===== config.mk =====
export PLATFORM = sky130hd
export DESIGN_NAME = sbc_bank_tracker
export DESIGN_NICKNAME = d
export VERILOG_FILES = /design/src/sbc_bank_tracker.v
export VERILOG_INCLUDE_DIRS = /design/src /design/src/src
export SDC_FILE = /design/constraint.sdc
export NUM_CORES = 1
export LEC_CHECK = 0
export ABC_AREA = 1
export BUFFER_PORTS_ARGS = -buffer_cell sky130_fd_sc_hd__buf_2
export CAP_MARGIN = 20
export CORE_UTILIZATION = 60
export DETAILED_ROUTE_END_ITERATION = 7
export GPL_TIMING_DRIVEN = 0
export PLACE_DENSITY_LB_ADDON = 0.08
export SYNTH_ARGS = -nofsm -noshare
export SYNTH_HDL_FRONTEND = slang
export SYNTH_SLANG_ARGS = --single-unit

===== constraint.sdc =====
create_clock -name core_clk -period 3.75 [get_ports core_clk]
set_input_delay 0.5625 -clock core_clk [delete_from_list [all_inputs] [get_ports core_clk]]
set_output_delay 0.5625 -clock core_clk [all_outputs]
set_load 0.005 [all_outputs]

===== src/sbc_defs.vh =====
// constants for the sdram bank command tracker
`ifndef SBC_DEFS_VH
`define SBC_DEFS_VH
// command codes {cs_n, ras_n, cas_n, we_n}
`define SBC_CMD_ACT      4'h3
`define SBC_CMD_READ     4'h5
`define SBC_CMD_WRITE    4'h4
`define SBC_CMD_PRE      4'h2
`define SBC_CMD_BST      4'h6
`define SBC_CMD_AREF     4'h1
`define SBC_CMD_LMR      4'h0
// bank states
`define SBC_ST_IDLE      3'h0
`define SBC_ST_ACTV      3'h1
`define SBC_ST_ROW       3'h2
`define SBC_ST_RD        3'h3
`define SBC_ST_WR        3'h4
`define SBC_ST_RDA       3'h5
`define SBC_ST_WRA       3'h6
`define SBC_ST_PRE       3'h7
// device-wide states
`define SBC_DV_NORM      2'h0
`define SBC_DV_REF       2'h1
`define SBC_DV_MRS       2'h2
`define SBC_DV_PALL      2'h3
// default timings in cycles at 10 MHz
`define SBC_T_RP         8'h01
`define SBC_T_RCD        8'h01
`define SBC_T_RFC        8'h01
`define SBC_T_MRD        8'h02
`define SBC_T_WR         8'h01
`define SBC_BL           8'h04
`define SBC_CL           8'h03
`endif


===== src/sbc_bank_tracker.v =====
// four-bank command decoder and state tracker
`timescale 1ns/100ps
`default_nettype none
`include "sbc_defs.vh"
module sbc_bank_tracker #(
    parameter [7:0] T_RP  = `SBC_T_RP,
    parameter [7:0] T_RCD = `SBC_T_RCD,
    parameter [7:0] T_RFC = `SBC_T_RFC,
    parameter [7:0] T_MRD = `SBC_T_MRD,
    parameter [7:0] T_WR  = `SBC_T_WR,
    parameter [7:0] BL    = `SBC_BL,
    parameter [7:0] CL    = `SBC_CL
) (
    // clock and reset
    input  wire        core_clk,
    input  wire        arst_n,
    // command pins
    input  wire        clock_enable_pin,
    input  wire        chip_select_n,
    input  wire        row_strobe_n,
    input  wire        column_strobe_n,
    input  wire        write_strobe_n,
    input  wire        bank_select_bit0,
    input  wire        bank_select_bit1,
    input  wire        auto_precharge_address_bit,
    // status
    output wire [11:0] bank_state,
    output wire [1:0]  device_state,
    output wire        all_idle,
    output wire        cmd_taken
);
    // ************************************************
    // pin synchronisers
    // ************************************************
    reg [7:0] pin_s1_ff;
    reg [7:0] pin_s2_ff;
    reg       cke_prev_ff;
    always @(posedge core_clk or negedge arst_n)
    begin
        if (!arst_n)
        begin
            pin_s1_ff   <= 8'h1F;
            pin_s2_ff   <= 8'h1F;
            cke_prev_ff <= 1'b0;
        end
        else
        begin
            pin_s1_ff   <= {auto_precharge_address_bit, bank_select_bit1, bank_select_bit0,
                            clock_enable_pin, chip_select_n, row_strobe_n,
                            column_strobe_n, write_strobe_n};
            pin_s2_ff   <= pin_s1_ff;
            cke_prev_ff <= pin_s2_ff[4];
        end
    end

    // ************************************************
    // command decode
    // ************************************************
    wire [3:0] cmd    = pin_s2_ff[3:0];
    wire       cke_ok = cke_prev_ff & pin_s2_ff[4];
    wire [1:0] bsel   = pin_s2_ff[6:5];
    wire       ap     = pin_s2_ff[7];
    reg  [1:0] dev_ff;
    reg  [7:0] dev_cnt_ff;
    // a command only counts when selected, enabled and no device-wide op runs
    wire       valid  = cke_ok & ~cmd[3] & (cmd[2:0] != 3'h7) & (dev_ff == `SBC_DV_NORM);
    wire       is_act = valid & (cmd == `SBC_CMD_ACT);
    wire       is_rd  = valid & (cmd == `SBC_CMD_READ);
    wire       is_wr  = valid & (cmd == `SBC_CMD_WRITE);
    wire       is_pre = valid & (cmd == `SBC_CMD_PRE);
    wire       is_bst = valid & (cmd == `SBC_CMD_BST);
    wire       is_ref = valid & (cmd == `SBC_CMD_AREF);
    wire       is_lmr = valid & (cmd == `SBC_CMD_LMR);
    wire [7:0] burst_cyc = BL >> 1;
    reg  [1:0] last_rd_ff;                                   // bank of latest read
    wire [3:0] idle_v;
    wire [3:0] acc_v;                                        // per-bank accept
    reg        taken;

    // ************************************************
    // per-bank state machines
    // ************************************************
    genvar g;
    generate
        for (g = 0; g < 4; g = g + 1)
        begin : g_bank
            localparam [31:0] BANK_W = g;
            wire       sel = (bsel == BANK_W[1:0]);
            reg  [2:0] st_ff;
            reg  [7:0] cnt_ff;
            reg  [2:0] nxt_st;
            reg  [7:0] nxt_cnt;
            reg        acc;
            assign idle_v[g]             = (st_ff == `SBC_ST_IDLE);
            assign acc_v[g]              = acc;
            assign bank_state[3*g+2:3*g] = st_ff;
            // next state per bank; others decode independently
            always @*
            begin
                nxt_st  = st_ff;
                nxt_cnt = (cnt_ff != 8'h00) ? cnt_ff - 8'h01 : 8'h00;
                acc     = 1'b0;
                case (st_ff)
                    `SBC_ST_IDLE:
                    begin
                        if (is_act & sel)
                        begin
                            nxt_st  = `SBC_ST_ACTV;
                            nxt_cnt = T_RCD;
                            acc     = 1'b1;
                        end
                    end
                    `SBC_ST_ACTV, `SBC_ST_PRE:
                    begin
                        if (cnt_ff <= 8'h01)
                            nxt_st = (st_ff == `SBC_ST_ACTV) ? `SBC_ST_ROW : `SBC_ST_IDLE;
                    end
                    `SBC_ST_ROW, `SBC_ST_RD, `SBC_ST_WR:
                    begin
                        // burst completion returns to row active
                        if (st_ff != `SBC_ST_ROW && cnt_ff <= 8'h01)
                            nxt_st = `SBC_ST_ROW;
                        if (is_bst && st_ff == `SBC_ST_RD && last_rd_ff == BANK_W[1:0])
                        begin
                            nxt_st  = `SBC_ST_ROW;
                            nxt_cnt = 8'h00;
                            acc     = 1'b1;
                        end
                        if ((is_rd | is_wr) & sel)
                        begin
                            acc     = 1'b1;
                            nxt_st  = is_rd ? (ap ? `SBC_ST_RDA : `SBC_ST_RD)
                                            : (ap ? `SBC_ST_WRA : `SBC_ST_WR);
                            // auto-precharge access ends at burst end or write recovery
                            nxt_cnt = is_rd ? burst_cyc : burst_cyc + (ap ? T_WR : 8'h00);
                        end
                        if (is_pre & (sel | ap))
                        begin
                            nxt_st  = `SBC_ST_PRE;
                            nxt_cnt = T_RP;
                            acc     = 1'b1;
                        end
                    end
                    `SBC_ST_RDA, `SBC_ST_WRA:
                    begin
                        if (cnt_ff <= 8'h01)
                        begin
                            nxt_st  = `SBC_ST_PRE;
                            nxt_cnt = T_RP;
                        end
                    end
                    default:
                    begin
                        nxt_st = `SBC_ST_IDLE;
                    end
                endcase
                if (is_pre & ap & (st_ff == `SBC_ST_IDLE))
                    acc = 1'b1;
            end
            // state register and countdown
            always @(posedge core_clk or negedge arst_n)
            begin
                if (!arst_n)
                begin
                    st_ff  <= `SBC_ST_IDLE;
                    cnt_ff <= 8'h00;
                end
                else
                begin
                    st_ff  <= nxt_st;
                    cnt_ff <= nxt_cnt;
                end
            end
        end
    endgenerate

    // ************************************************
    // device-wide operations
    // ************************************************
    wire all_idle_w = &idle_v;
    wire start_ref  = is_ref & all_idle_w;
    wire start_lmr  = is_lmr & all_idle_w;
    wire start_pall = is_pre & ap & all_idle_w;
    // device-wide sequencer; blocks bank commands while busy
    always @(posedge core_clk or negedge arst_n)
    begin
        if (!arst_n)
        begin
            dev_ff     <= `SBC_DV_NORM;
            dev_cnt_ff <= 8'h00;
        end
        else
        begin
            case (dev_ff)
                `SBC_DV_NORM:
                begin
                    if (start_ref)
                    begin
                        dev_ff     <= `SBC_DV_REF;
                        dev_cnt_ff <= T_RFC;
                    end
                    else if (start_lmr)
                    begin
                        dev_ff     <= `SBC_DV_MRS;
                        dev_cnt_ff <= T_MRD;
                    end
                    else if (start_pall)
                    begin
                        dev_ff     <= `SBC_DV_PALL;
                        dev_cnt_ff <= T_RP;
                    end
                end
                default:
                begin
                    if (dev_cnt_ff <= 8'h01)
                        dev_ff <= `SBC_DV_NORM;
                    dev_cnt_ff <= (dev_cnt_ff != 8'h00) ? dev_cnt_ff - 8'h01 : 8'h00;
                end
            endcase
        end
    end

    // tracks bank of most recently registered read
    always @(posedge core_clk or negedge arst_n)
    begin
        if (!arst_n)
            last_rd_ff <= 2'h0;
        else if (is_rd)
            last_rd_ff <= bsel;
    end

    // command accepted flag, any bank or device-wide
    always @*
    begin
        taken = (|acc_v)
              | start_ref | start_lmr;
    end
    reg taken_ff;
    always @(posedge core_clk or negedge arst_n)
    begin
        if (!arst_n)
            taken_ff <= 1'b0;
        else
            taken_ff <= taken;
    end

    assign device_state = dev_ff;
    assign all_idle     = all_idle_w & (dev_ff == `SBC_DV_NORM);
    assign cmd_taken    = taken_ff;
endmodule // sbc_bank_tracker
`default_nettype wire


; Word-level counts from Yosys, hierarchy flattened
; Cells that the tools add are included.
[op_classes]
add_sub_neg = 6
n_lt_le_gt_ge = 5
n_eq_ne = 62
n_mux = 103
bitwise = 40
n_reduce_logical = 45
[ops]
columns = operator, count
row1 = $mux 8, 29
row2 = $pmux 8 s3, 4
row3 = $mux 3, 31
row4 = $eq 3x3->1 const B, 16
row5 = $pmux 3 s4, 4
row6 = $le 8x1->1 const B, 5
row7 = $reduce_bool 8->1, 5
row8 = $sub 8x1->8 const B, 5
row9 = $and 1x1->1, 32
row10 = $eq 3x2->1 const B, 8
row11 = $mux 1, 21
row12 = $mux 2, 10
row13 = $ne 5x5->1 const B, 4
row14 = $reduce_and 4->1, 5
row15 = $ne 2x2->1 const B, 8
row16 = $reduce_or 2->1, 8
row17 = $eq 3x1->1 const B, 4
row18 = $eq 4x3->1 const B, 3
row19 = $logic_and 1x1->1, 12
row20 = $logic_not 3->1, 4
row21 = $ne 3x2->1 const B, 4
row22 = $reduce_or 3->1, 4
row23 = $eq 2x2->1 const B, 4
row24 = $eq 4x2->1 const B, 2
row25 = 14 further kinds, 29
[totals]
regBits = 74
in_bits = 10
out_inout_bits = 16
wordCells = 276

; Depth between registers and ports, before layout
; Gate-level depths: netlist of run 1.
[depth]
depth_word = 15
mapped_depth = 16
ltp_nobuf = 14

; Worst setup path before layout of run 1
; No wires, ideal clock.
[synth_path]
path_kind = reg-to-reg
startpoint = reg pin_s2_ff[4]
endpoint = reg g_bank[3].cnt_ff[0]
setup_ns = 0.113
t_arrival_ns = 1.863
t_required_ns = 3.637
setup_slack_ns = 1.774
stages_incl_launch_ff = 17
period_less_slack_ns = 1.976
cell_sequence = dfstp_2 > nand2_1 > inv_1 > nand2_1 > nor2_2 > buf_6 > buf_6 > nand2_1 > nor2_1 > inv_1 > ha_1 > inv_1 > nor2_1 > o21ai_0 > nand3_1 > nand2_1 > inv_1
[synth_between]
word_cells_on_any_way = 21
[synth_rtl]
columns = item, line
row1 = from (decl), sbc_bank_tracker.v:36  ; reg [7:0] pin_s2_ff;
row2 = from (signal assigned), sbc_bank_tracker.v:51  ; pin_s2_ff <= pin_s1_ff;
row3 = $and 1x1->1 *, sbc_bank_tracker.v:60  ; wire cke_ok = cke_prev_ff & pin_s2_ff[4];
row4 = $and 1x1->1 * (3 in a row), sbc_bank_tracker.v:66  ; wire valid = cke_ok & ~cmd[3] & (cmd[2:0] != 3'h7) & (dev_ff == `SBC_DV_NORM);
row5 = $and 1x1->1 *, sbc_bank_tracker.v:68  ; wire is_rd = valid & (cmd == `SBC_CMD_READ);
row6 = net is_rd, sbc_bank_tracker.v:68
row7 = $or 1x1->1, sbc_bank_tracker.v:129  ; if ((is_rd | is_wr) & sel)
row8 = $and 1x1->1, sbc_bank_tracker.v:129
row9 = $mux 8 *, sbc_bank_tracker.v:129
row10 = $mux 8 *, sbc_bank_tracker.v:137  ; if (is_pre & (sel | ap))
row11 = $pmux 8 s3 *, sbc_bank_tracker.v:103  ; case (st_ff)
row12 = net g_bank[3].nxt_cnt[0], sbc_bank_tracker.v:92  ; reg [7:0] nxt_cnt;
row13 = to (signal assigned), sbc_bank_tracker.v:171  ; cnt_ff <= nxt_cnt;
row14 = to (decl), sbc_bank_tracker.v:90  ; reg [7:0] cnt_ff;
; The timed path passes the listed nets; every way through them passes the cells marked *.
; A chain may end at the register's enable or synchronous reset.

; Final worst setup path of run 1
[layout_path]
startpoint = reg g_bank[0].st_ff[1]
endpoint = out all_idle
[layout_between]
elab_chain_cells = 3
[layout_lines]
columns = item, line
row1 = from (decl), sbc_bank_tracker.v:89  ; reg [2:0] st_ff;
row2 = from (signal assigned), sbc_bank_tracker.v:165  ; st_ff <= `SBC_ST_IDLE;
row3 = from (signal assigned), sbc_bank_tracker.v:170  ; st_ff <= nxt_st;
row4 = $logic_not 3->1, n/a
row5 = $reduce_and 4->1, sbc_bank_tracker.v:180  ; wire all_idle_w = &idle_v;
row6 = $and 1x1->1, sbc_bank_tracker.v:248  ; assign all_idle = all_idle_w & (dev_ff == `SBC_DV_NORM);
row7 = to (decl), sbc_bank_tracker.v:29  ; output wire all_idle,
; No other way between the ends.

==> results of run 1 <==
-- metrics by stage --
stage               total power, uW  setup slack, ns  instances
floorplan                      2900             1.77        626
global placement               3270             1.45        750
detailed placement             3350             1.43        750
CTS                            4060             1.34        766
global route                   4420             1.16        766
finish                         4050             1.29        766
-- logic make-up after synthesis --
logic type / count (synthesis)
adders and majority gates: 16
buffers and inverters: 85
AOI/OAI and AO/OA: 71
xor gates and xnor gates: 24
and+or+nand+nor: 356
DFF: 74
-- placed cells by master, fill, tap and decap left out, drive strengths merged, types with 2 or more instances in the layout --
master and instances:
and2 3, dfstp 10, o22ai 3, dfrtp 64
nand2 145, or2 3, clkinvlp 3, nand3 63
bufinv 2, nor2 115, clkinv 2, inv 80
o31ai 5, o211ai 4, clkbuf 11, nor3 13
ha 16, o21ai 45, o21bai 2, a21oi 10
xor2 16, nand4 10, buf 28, xnor2 8
-- worst min path at each step --
stage / start / cells past startpoint / to / slack [ns]
after detailed placement: pin_s1_ff[6]$_DFF_PN0_ / 0 / pin_s2_ff[6]$_DFF_PN0_ / 0.34
after floorplan: arst_n / 0 / cke_prev_ff$_DFF_PN0_ / 0.27
final: clock_enable_pin / 1 / pin_s1_ff[4]$_DFF_PN1_ / 0.31
after CTS: clock_enable_pin / 1 / pin_s1_ff[4]$_DFF_PN1_ / 0.30
after global routing: clock_enable_pin / 1 / pin_s1_ff[4]$_DFF_PN1_ / 0.29
after global placement: pin_s1_ff[7]$_DFF_PN0_ / 0 / pin_s2_ff[7]$_DFF_PN0_ / 0.34
-- layer usage --
| metal | vias to the layer above | GRT usage [%] | part of all wire (%) |
|---|---|---|---|
| li1 | 2073 | - | - |
| met1 | 1905 | 32.2 | 46 |
| met2 | 107 | 42.2 | 48 |
| met3 | 11 | 5.16 | 4.9 |
| met4 | 0 | 6.32 | 1.1 |
| met5 | - | 0 | 0 |
-- flip-flops by register name, summed over array words and instances, names as in the netlist --
signal / flops
cke_prev_ff: 1
g_bank.cnt_ff: 32
cmd_taken: 1
pin_s1_ff: 8
device_state: 2
dev_cnt_ff: 8
last_rd_ff: 2
g_bank.st_ff: 12
pin_s2_ff: 8
-- Yosys cell counts, drive strengths merged (5+ instances only) --
library cell	number
a21oi	10
dfrtp	64
dfstp	10
ha	16
inv	80
nand2	145
nand3	63
nand4	10
nor2	115
nor3	13
o21ai	45
o31ai	5
xnor2	8
xor2	16
-- report_power, final --
part,internal (uW),switching (uW)
registers,1060,222
logic,769,1310
clock network,376,308
-- worst max-delay path, delay by kind of cell (launching register included) --
family | cells | cell delay, ns
buf+inv | 2 | 0.25
simple gates | 4 | 0.88
flops | 1 | 0.41
-- area by class of cell --
type / count / share of cell area (%)
Multi-Input combinational cell: 467 / 47.7
Tap cell: 99 / 2.42
Buffer: 4 / 0.734
Clock buffer: 10 / 2.49
Timing Repair Buffer: 25 / 2.49
Inverter: 81 / 5.94
Sequential cell: 74 / 36.4
Clock inverter: 6 / 1.79
==> metrics.md, run 1 <==
| Metric | Value |
|---|---|
| Leakage power total | approximately 0.0026 uW |
| Post-Syn Instances | 626 |
| Total negative slack | 0 ns |
| # clock sinks | 74 |
| Final nets | slightly below 700 |
| Utilization after layout | between 60% and 70% |
| Critical Path Sink Type | output port |
| DR vias/cell | between 5 and 6 |
| Site Rows | 31 |
| Async SR Flop Fraction | 100% |
| Achievable Freq | 406 MHz |
| Slew Limit Fails | 0 |
| CP max FO | 5 |
| Final hold vios | 0 |
| CTS Buffer Depth | 2 |
| DRC | 0 |
| Slowest-stage cell, CP | dfrtp_1 |
| Crit path required time | 3.19 ns |
| Core region area | 0.00737 sq mm |
| Top-level I/O count | 26 |
| Initial Utilization | 63.0% |
| Kind of critical path | flip-flop to output port |
| Max incr delay on CP | 0.41 ns |
| Largest family of logic cells by synthesized area | simple AND/OR/NAND/NOR gates |
| Register cell area after layout | approximately 0.0019 sq mm |
| Finished layout cell area | ~0.0051 sq mm |
| IO buf count | 25 |
| Final HPWL DP | 6.89 mm |
| Fillers | 634 |
| Rel. slew slack | 40.1% |
| Drt pass-1 iters | 5 |
| Worst Setup EP | all_idle |
| Critical Path Start | g_bank[0].st_ff[1]$_DFFE_PN0P_ |
| Ys flop type | dfrtp_1 |
| Reg2reg start | device_state[1]$_DFFE_PN0P_ |
| Maximum number of pins on one net before global-route repair | 75 |
| Post-synth design cell area | 0.00465 sq mm |
| Gr usage total | 24.8% |
| Most frequent CP cell | nor2_1 |
| CTS tree | yes |
| Ratio of cells with drive above 1 in the final layout | around 15% |
| Final setup violating endpoints | 0 |
| Number of flops mapped to enable cells by yosys | 0 |
| Reg-to-Reg End | g_bank[3].cnt_ff[0]$_DFF_PN0_ |
| RSZ-0062 raised after global routing | false |
| Synth Area per Inst | 7.42 sq um |
| Synth warn | 0 |
| PwrDens | 791 mW/mm^2 |
| Die W | between 80 and 90 microns |
| Synthesis-to-finish area growth | 10.1% |
| # resized after CTS | 0 |
| Outcome | complete, no violations |
| R2R setup slack | 1.37 ns |
| Root Buffer | clkbuf_8 |
| Post-synthesis adder-cell area fraction | 4.31% |
| FF-to-FF path depth | 15 |
| First-pass GRT wire length | between 15 and 20 mm |
| Final weighted congestion in routability-driven placement | roughly 0.88 |
| Netlist cell types | 39 |
| Remaining global-route overflow | 0 |
| Synth Area in Compound Gates | between 8 and 9% |
| Syn Nets | 652 |
| CP cell instances | inv_1 -> nand2_1 -> nor2_1 -> nand4_1 -> nor2_1 -> buf_2 |
| DP Area | 0.00490 sq mm |
| Vias | 4,096 |
| Multi-input logic area | between 0.002 and 0.0025 sq mm |
| Main area contributors after synthesis | dfrtp_1, nand2_1, nor2_1 |
| Post-synth top area share | 34.5% |
| H-Tree Depth | 3 |
| Fin crit share | around 66% |
| Die height | 90.0 microns |
| DR WL/cell | 12.5 microns |
| Total routed wirelength | 9.59 mm |
| Critical Path AT | ~1.9 ns |
| Final ANT Viol Nets | 0 |
| Sequential share of the synthesized area | 40.1% |
| Mux cell area share after synthesis | 0% |
| Final Hold Slack | between 0.3 and 0.4 ns |
| Yosys reg bits | 74 |
| Skew final | 0.00989 ns |
| Post-synthesis simple-gate area fraction | 35.0% |
| Vias in the first global route | around 4,000 |
| Max-Cap Viols | 0 |
| Die area | 0.00810 sq mm |
| Setup crit start kind | flip-flop |
| Xor and xnor area share after synthesis | 4.52% |
| Initial antenna violation count | 0 |
| Max IR drop VDD | 0.000516 V |
| Antenna Diode Count | 0 |
| Latest clock arrival within the worst-skew pair | 0.36 ns |
| Clock transition at path regs | 0.08 ns |
| Post-synth top area cell | dfrtp_1 |
| Min-delay worst type | input pin to flip-flop |
| Final min period | about 2.5 ns |
| Initial DRC count | 309 |
| Cts bufs inserted | 9 |
| Post-cts hold buffer count | 0 |
| Post-CTS setup repair buffer count | 0 |
| Measured slew at the worst slew-check pin | 0.899 ns |
Power figures use the tool's default switching activity.
==> inputs of run 2 (changes only) <==
--- a/config.mk
+++ b/config.mk
@@ -6,7 +6,7 @@
 export SDC_FILE = /design/constraint.sdc
 export NUM_CORES = 1
 export LEC_CHECK = 0
-export ABC_AREA = 1
+export ABC_AREA = 0
 export BUFFER_PORTS_ARGS = -buffer_cell sky130_fd_sc_hd__buf_2
 export CAP_MARGIN = 20
 export CORE_UTILIZATION = 60
==> constraint.sdc (replaced) <==
create_clock -name core_clk -period 2.5 [get_ports core_clk]
set_input_delay 0.375 -clock core_clk [delete_from_list [all_inputs] [get_ports core_clk]]
set_output_delay 0.375 -clock core_clk [all_outputs]
set_load 0.005 [all_outputs]
==> run 2 against run 1 <==
Core utilization increased by 0.43 points. Clock power increased by 54%. Total power increased by 42%. Die area increased by 2.2%. Synthesized cell count decreased by 13%. Clock skew increased by 0.0020 ns. Critical path depth increased by 2. Worst setup slack got worse by 1.2 ns. Clock-buffer cell count unchanged. Critical endpoint is now g_bank[1].st_ff[0]$_DFFE_PN0P_. Largest power group unchanged.
==> metrics.md, run 2 <==
| Metric | Value |
|---|---|
| Slew Limit Fails | 0 |
| Post-synth top area share | roughly 34% |
| DR vias/cell | 6.18 |
| Netlist cell types | 72 |
| Setup WS post-layout | 0.102 ns |
| Most frequent cells in the layout | dfrtp_1, nor2_1, nand2_1 |
| Syn Nets | 571 |
| Power Total | 5740 uW |
| Antenna Diode Count | 0 |
| Clock transition at path regs | around 0.090 ns |
| CP cell instances | buf_6 -> and3b_1 -> and3_1 -> buf_6 -> and2_4 -> o41ai_4 -> nor4_1 -> or4_1 |
| Yosys reg bits | 74 |
| Die W | 91.0 microns |
| Rel. slew slack | 39.9% |
| CTS tree | yes |
| Cts bufs inserted | 9 |
| Final min period | 2.40 ns |
| Slowest-stage cell, CP | dfstp_2 |
| Max IR drop VDD | 0.000507 V |
| Final HPWL DP | 7.54 mm |
| Achievable Freq | ~420 MHz |
| Fillers | between 600 and 700 |
| Remaining global-route overflow | 0 |
| PwrDens | 1070 mW/mm^2 |
| Maximum number of pins on one net before global-route repair | between 70 and 80 |
| M3 GR Usage | between 4 and 5% |
| Finished layout cell area | 0.00537 sq mm |
| Final nets | between 600 and 700 |
| Post-synth design cell area | 0.00475 sq mm |
| Measured slew at the worst slew-check pin | 0.902 ns |
| Max incr delay on CP | 0.53 ns |
| Most common cell after layout, fill and taps aside | dfrtp_1 |
| Final setup violating endpoints | 0 |
| Gr usage total | 27.1% |
| DRC | 0 |
| Fin crit share | 95.9% |
| Ratio of cells with drive above 1 in the final layout | 15.8% |
| Synth Area per Inst | 8.71 sq um |
| Post-synth top area cell | dfrtp_1 |
| Final weighted congestion in routability-driven placement | between 0.9 and 1 |
| Synthesis-to-finish area growth | 13.1% |
| First-pass GRT wire length | between 15 and 20 mm |
| Reg with most FFs | g_bank.cnt_ff |
| Async SR Flop Fraction | 100% |
| # clock sinks | 74 |
| Initial antenna violation count | 0 |
| Most frequent CP cell | buf_6 |
| Setup crit start kind | flip-flop |
| CTS Buffer Depth | 2 |
| Vias in the first global route | 3,937 |
| Crit path required time | about 2.7 ns |
| Die height | between 90 and 100 microns |
| Synth warn | 0 |
| Initial DRC count | 244 |
| Critical Path Sink Type | flip-flop |
| Post-Syn Instances | between 500 and 600 |
| Number of flops mapped to enable cells by yosys | 0 |
| Min-delay worst type | input pin to flip-flop |
| GRT met1 Usage | 36.6% |
| Critical Path AT | about 2.6 ns |
| Count leader, synth | dfrtp_1 |
| Main area contributors after synthesis | dfrtp_1, dfstp_2, nor2_1 |
| Die area | ~0.0083 sq mm |
| Ys flop type | dfrtp_1 |
| Kind of critical path | flip-flop to flip-flop |
| Setup WS pre-CTS | -0.0634 ns |
| Top-level I/O count | 26 |
| H-Tree Depth | 3 |
| DP Area | 0.00500 sq mm |
| Latest clock arrival within the worst-skew pair | 0.36 ns |
| CP max FO | 9 |
| Outcome | complete, no violations |
| Largest register FFs | 32 |
| Total routed wirelength | ~11 mm |
| Root Buffer | clkbuf_8 |
| Utilization after layout | 69.9% |
| Initial Utilization | 61.8% |
| Max-Cap Viols | 0 |
| Site Rows | 32 |
| Leakage power total | 0.00217 uW |
| GR Util met2 | 43.6% |
| Final ANT Viol Nets | 0 |
| IO buf count | 25 |
| Sequential share of the synthesized area | 39.3% |
| Vias | 4,268 |
| Drt pass-1 iters | 5 |
| Core region area | a little under 0.008 sq mm |
| Skew final | 0.0118 ns |
| Final hold vios | 0 |
| DR WL/cell | between 15 and 20 microns |
| Final Hold Slack | 0.119 ns |
| Top Registers | g_bank.cnt_ff x32, g_bank.st_ff x12 |
| Gr busiest metal | met2 |
| Synth top cells by count | dfrtp_1, nor2_1, nand2_1 |
-- run 2: worst max-delay path: cells and delay by family (launching register included) --
| kind | cells | cell delay [ns] |
|---|---|---|
| AND/OR/NAND/NOR | 5 | 1.17 |
| AO/OA/AOI/OAI | 1 | 0.33 |
| buffers and inverters | 2 | 0.26 |
| flip-flops | 1 | 0.53 |
-- run 2: what timing repair did --
| action | in CTS | in global routing |
|---|---|---|
| setup endpoints to repair | 7 | 33 |
| resized for setup | 4 | 18 |
| pin swaps | 0 | 3 |
| hold buffers | 0 | 0 |
| buffers inserted | 0 | 3 |
-- run 2: layout make-up --
type,instances,area (sq um),share of cell area [%]
Multi-Input combinational cell,429,2820,52.5
Clock buffer,10,138,2.56
Inverter,21,78.8,1.47
Clock inverter,6,90.1,1.68
Tap cell,102,128,2.38
Timing Repair Buffer,28,150,2.80
Sequential cell,74,1860,34.7
Buffer,21,103,1.91
-- run 2: report_power, final --
| group | internal (uW) | total [uW] | switching, uW |
|---|---|---|---|
| Sequential | 1590 | 2020 | 428 |
| Combinational | 1140 | 2670 | 1540 |
| Clock | 590 | 1050 | 460 |
| Total | 3320 | 5740 | 2430 |
-- run 2: kinds of logic after synthesis --
| family | after synthesis | synth area share, % |
|---|---|---|
| AO/OA/AOI/OAI | 153 | 22.1 |
| XOR/XNOR | 22 | 4.06 |
| adder cells (fa/ha/maj) | 16 | 4.22 |
| buffers and inverters | 42 | 3.77 |
| flip-flops | 74 | 39.3 |
| multiplexers | 4 | 1.16 |
| AND/OR/NAND/NOR | 234 | 25.5 |
-- run 2: path summary, 6_finish.rpt --
kind	from	to	slack, ns	cells after the start
setup / recovery	pin_s2_ff[3]$_DFF_PN1_	g_bank[1].st_ff[0]$_DFFE_PN0P_	0.10	8
hold / removal	chip_select_n	pin_s1_ff[3]$_DFF_PN1_	0.12	1
setup reg to reg	pin_s2_ff[3]$_DFF_PN1_	g_bank[1].st_ff[0]$_DFFE_PN0P_	0.10	8
hold reg to reg	pin_s1_ff[0]$_DFF_PN1_	pin_s2_ff[0]$_DFF_PN1_	0.35	0
max in group asynchronous	arst_n	device_state[0]$_DFFE_PN0P_	1.76	1
min in group asynchronous	arst_n	g_bank[0].cnt_ff[4]$_DFF_PN0_	0.13	1
-- run 2: stage by stage --
step                      std cells  setup TNS, ns
after global placement          672       -0.00757
after detailed placement        672         -0.328
after global routing            691        -0.0134
after CTS                       688              0
after floorplan                 545              0
final                           691              0
-- run 2: per-layer routing --
metal	routed length (microns)	share of wire, %
met5	0	0
met1	4860	45
met4	198	1.8
met2	5150	48
met3	515	4.8
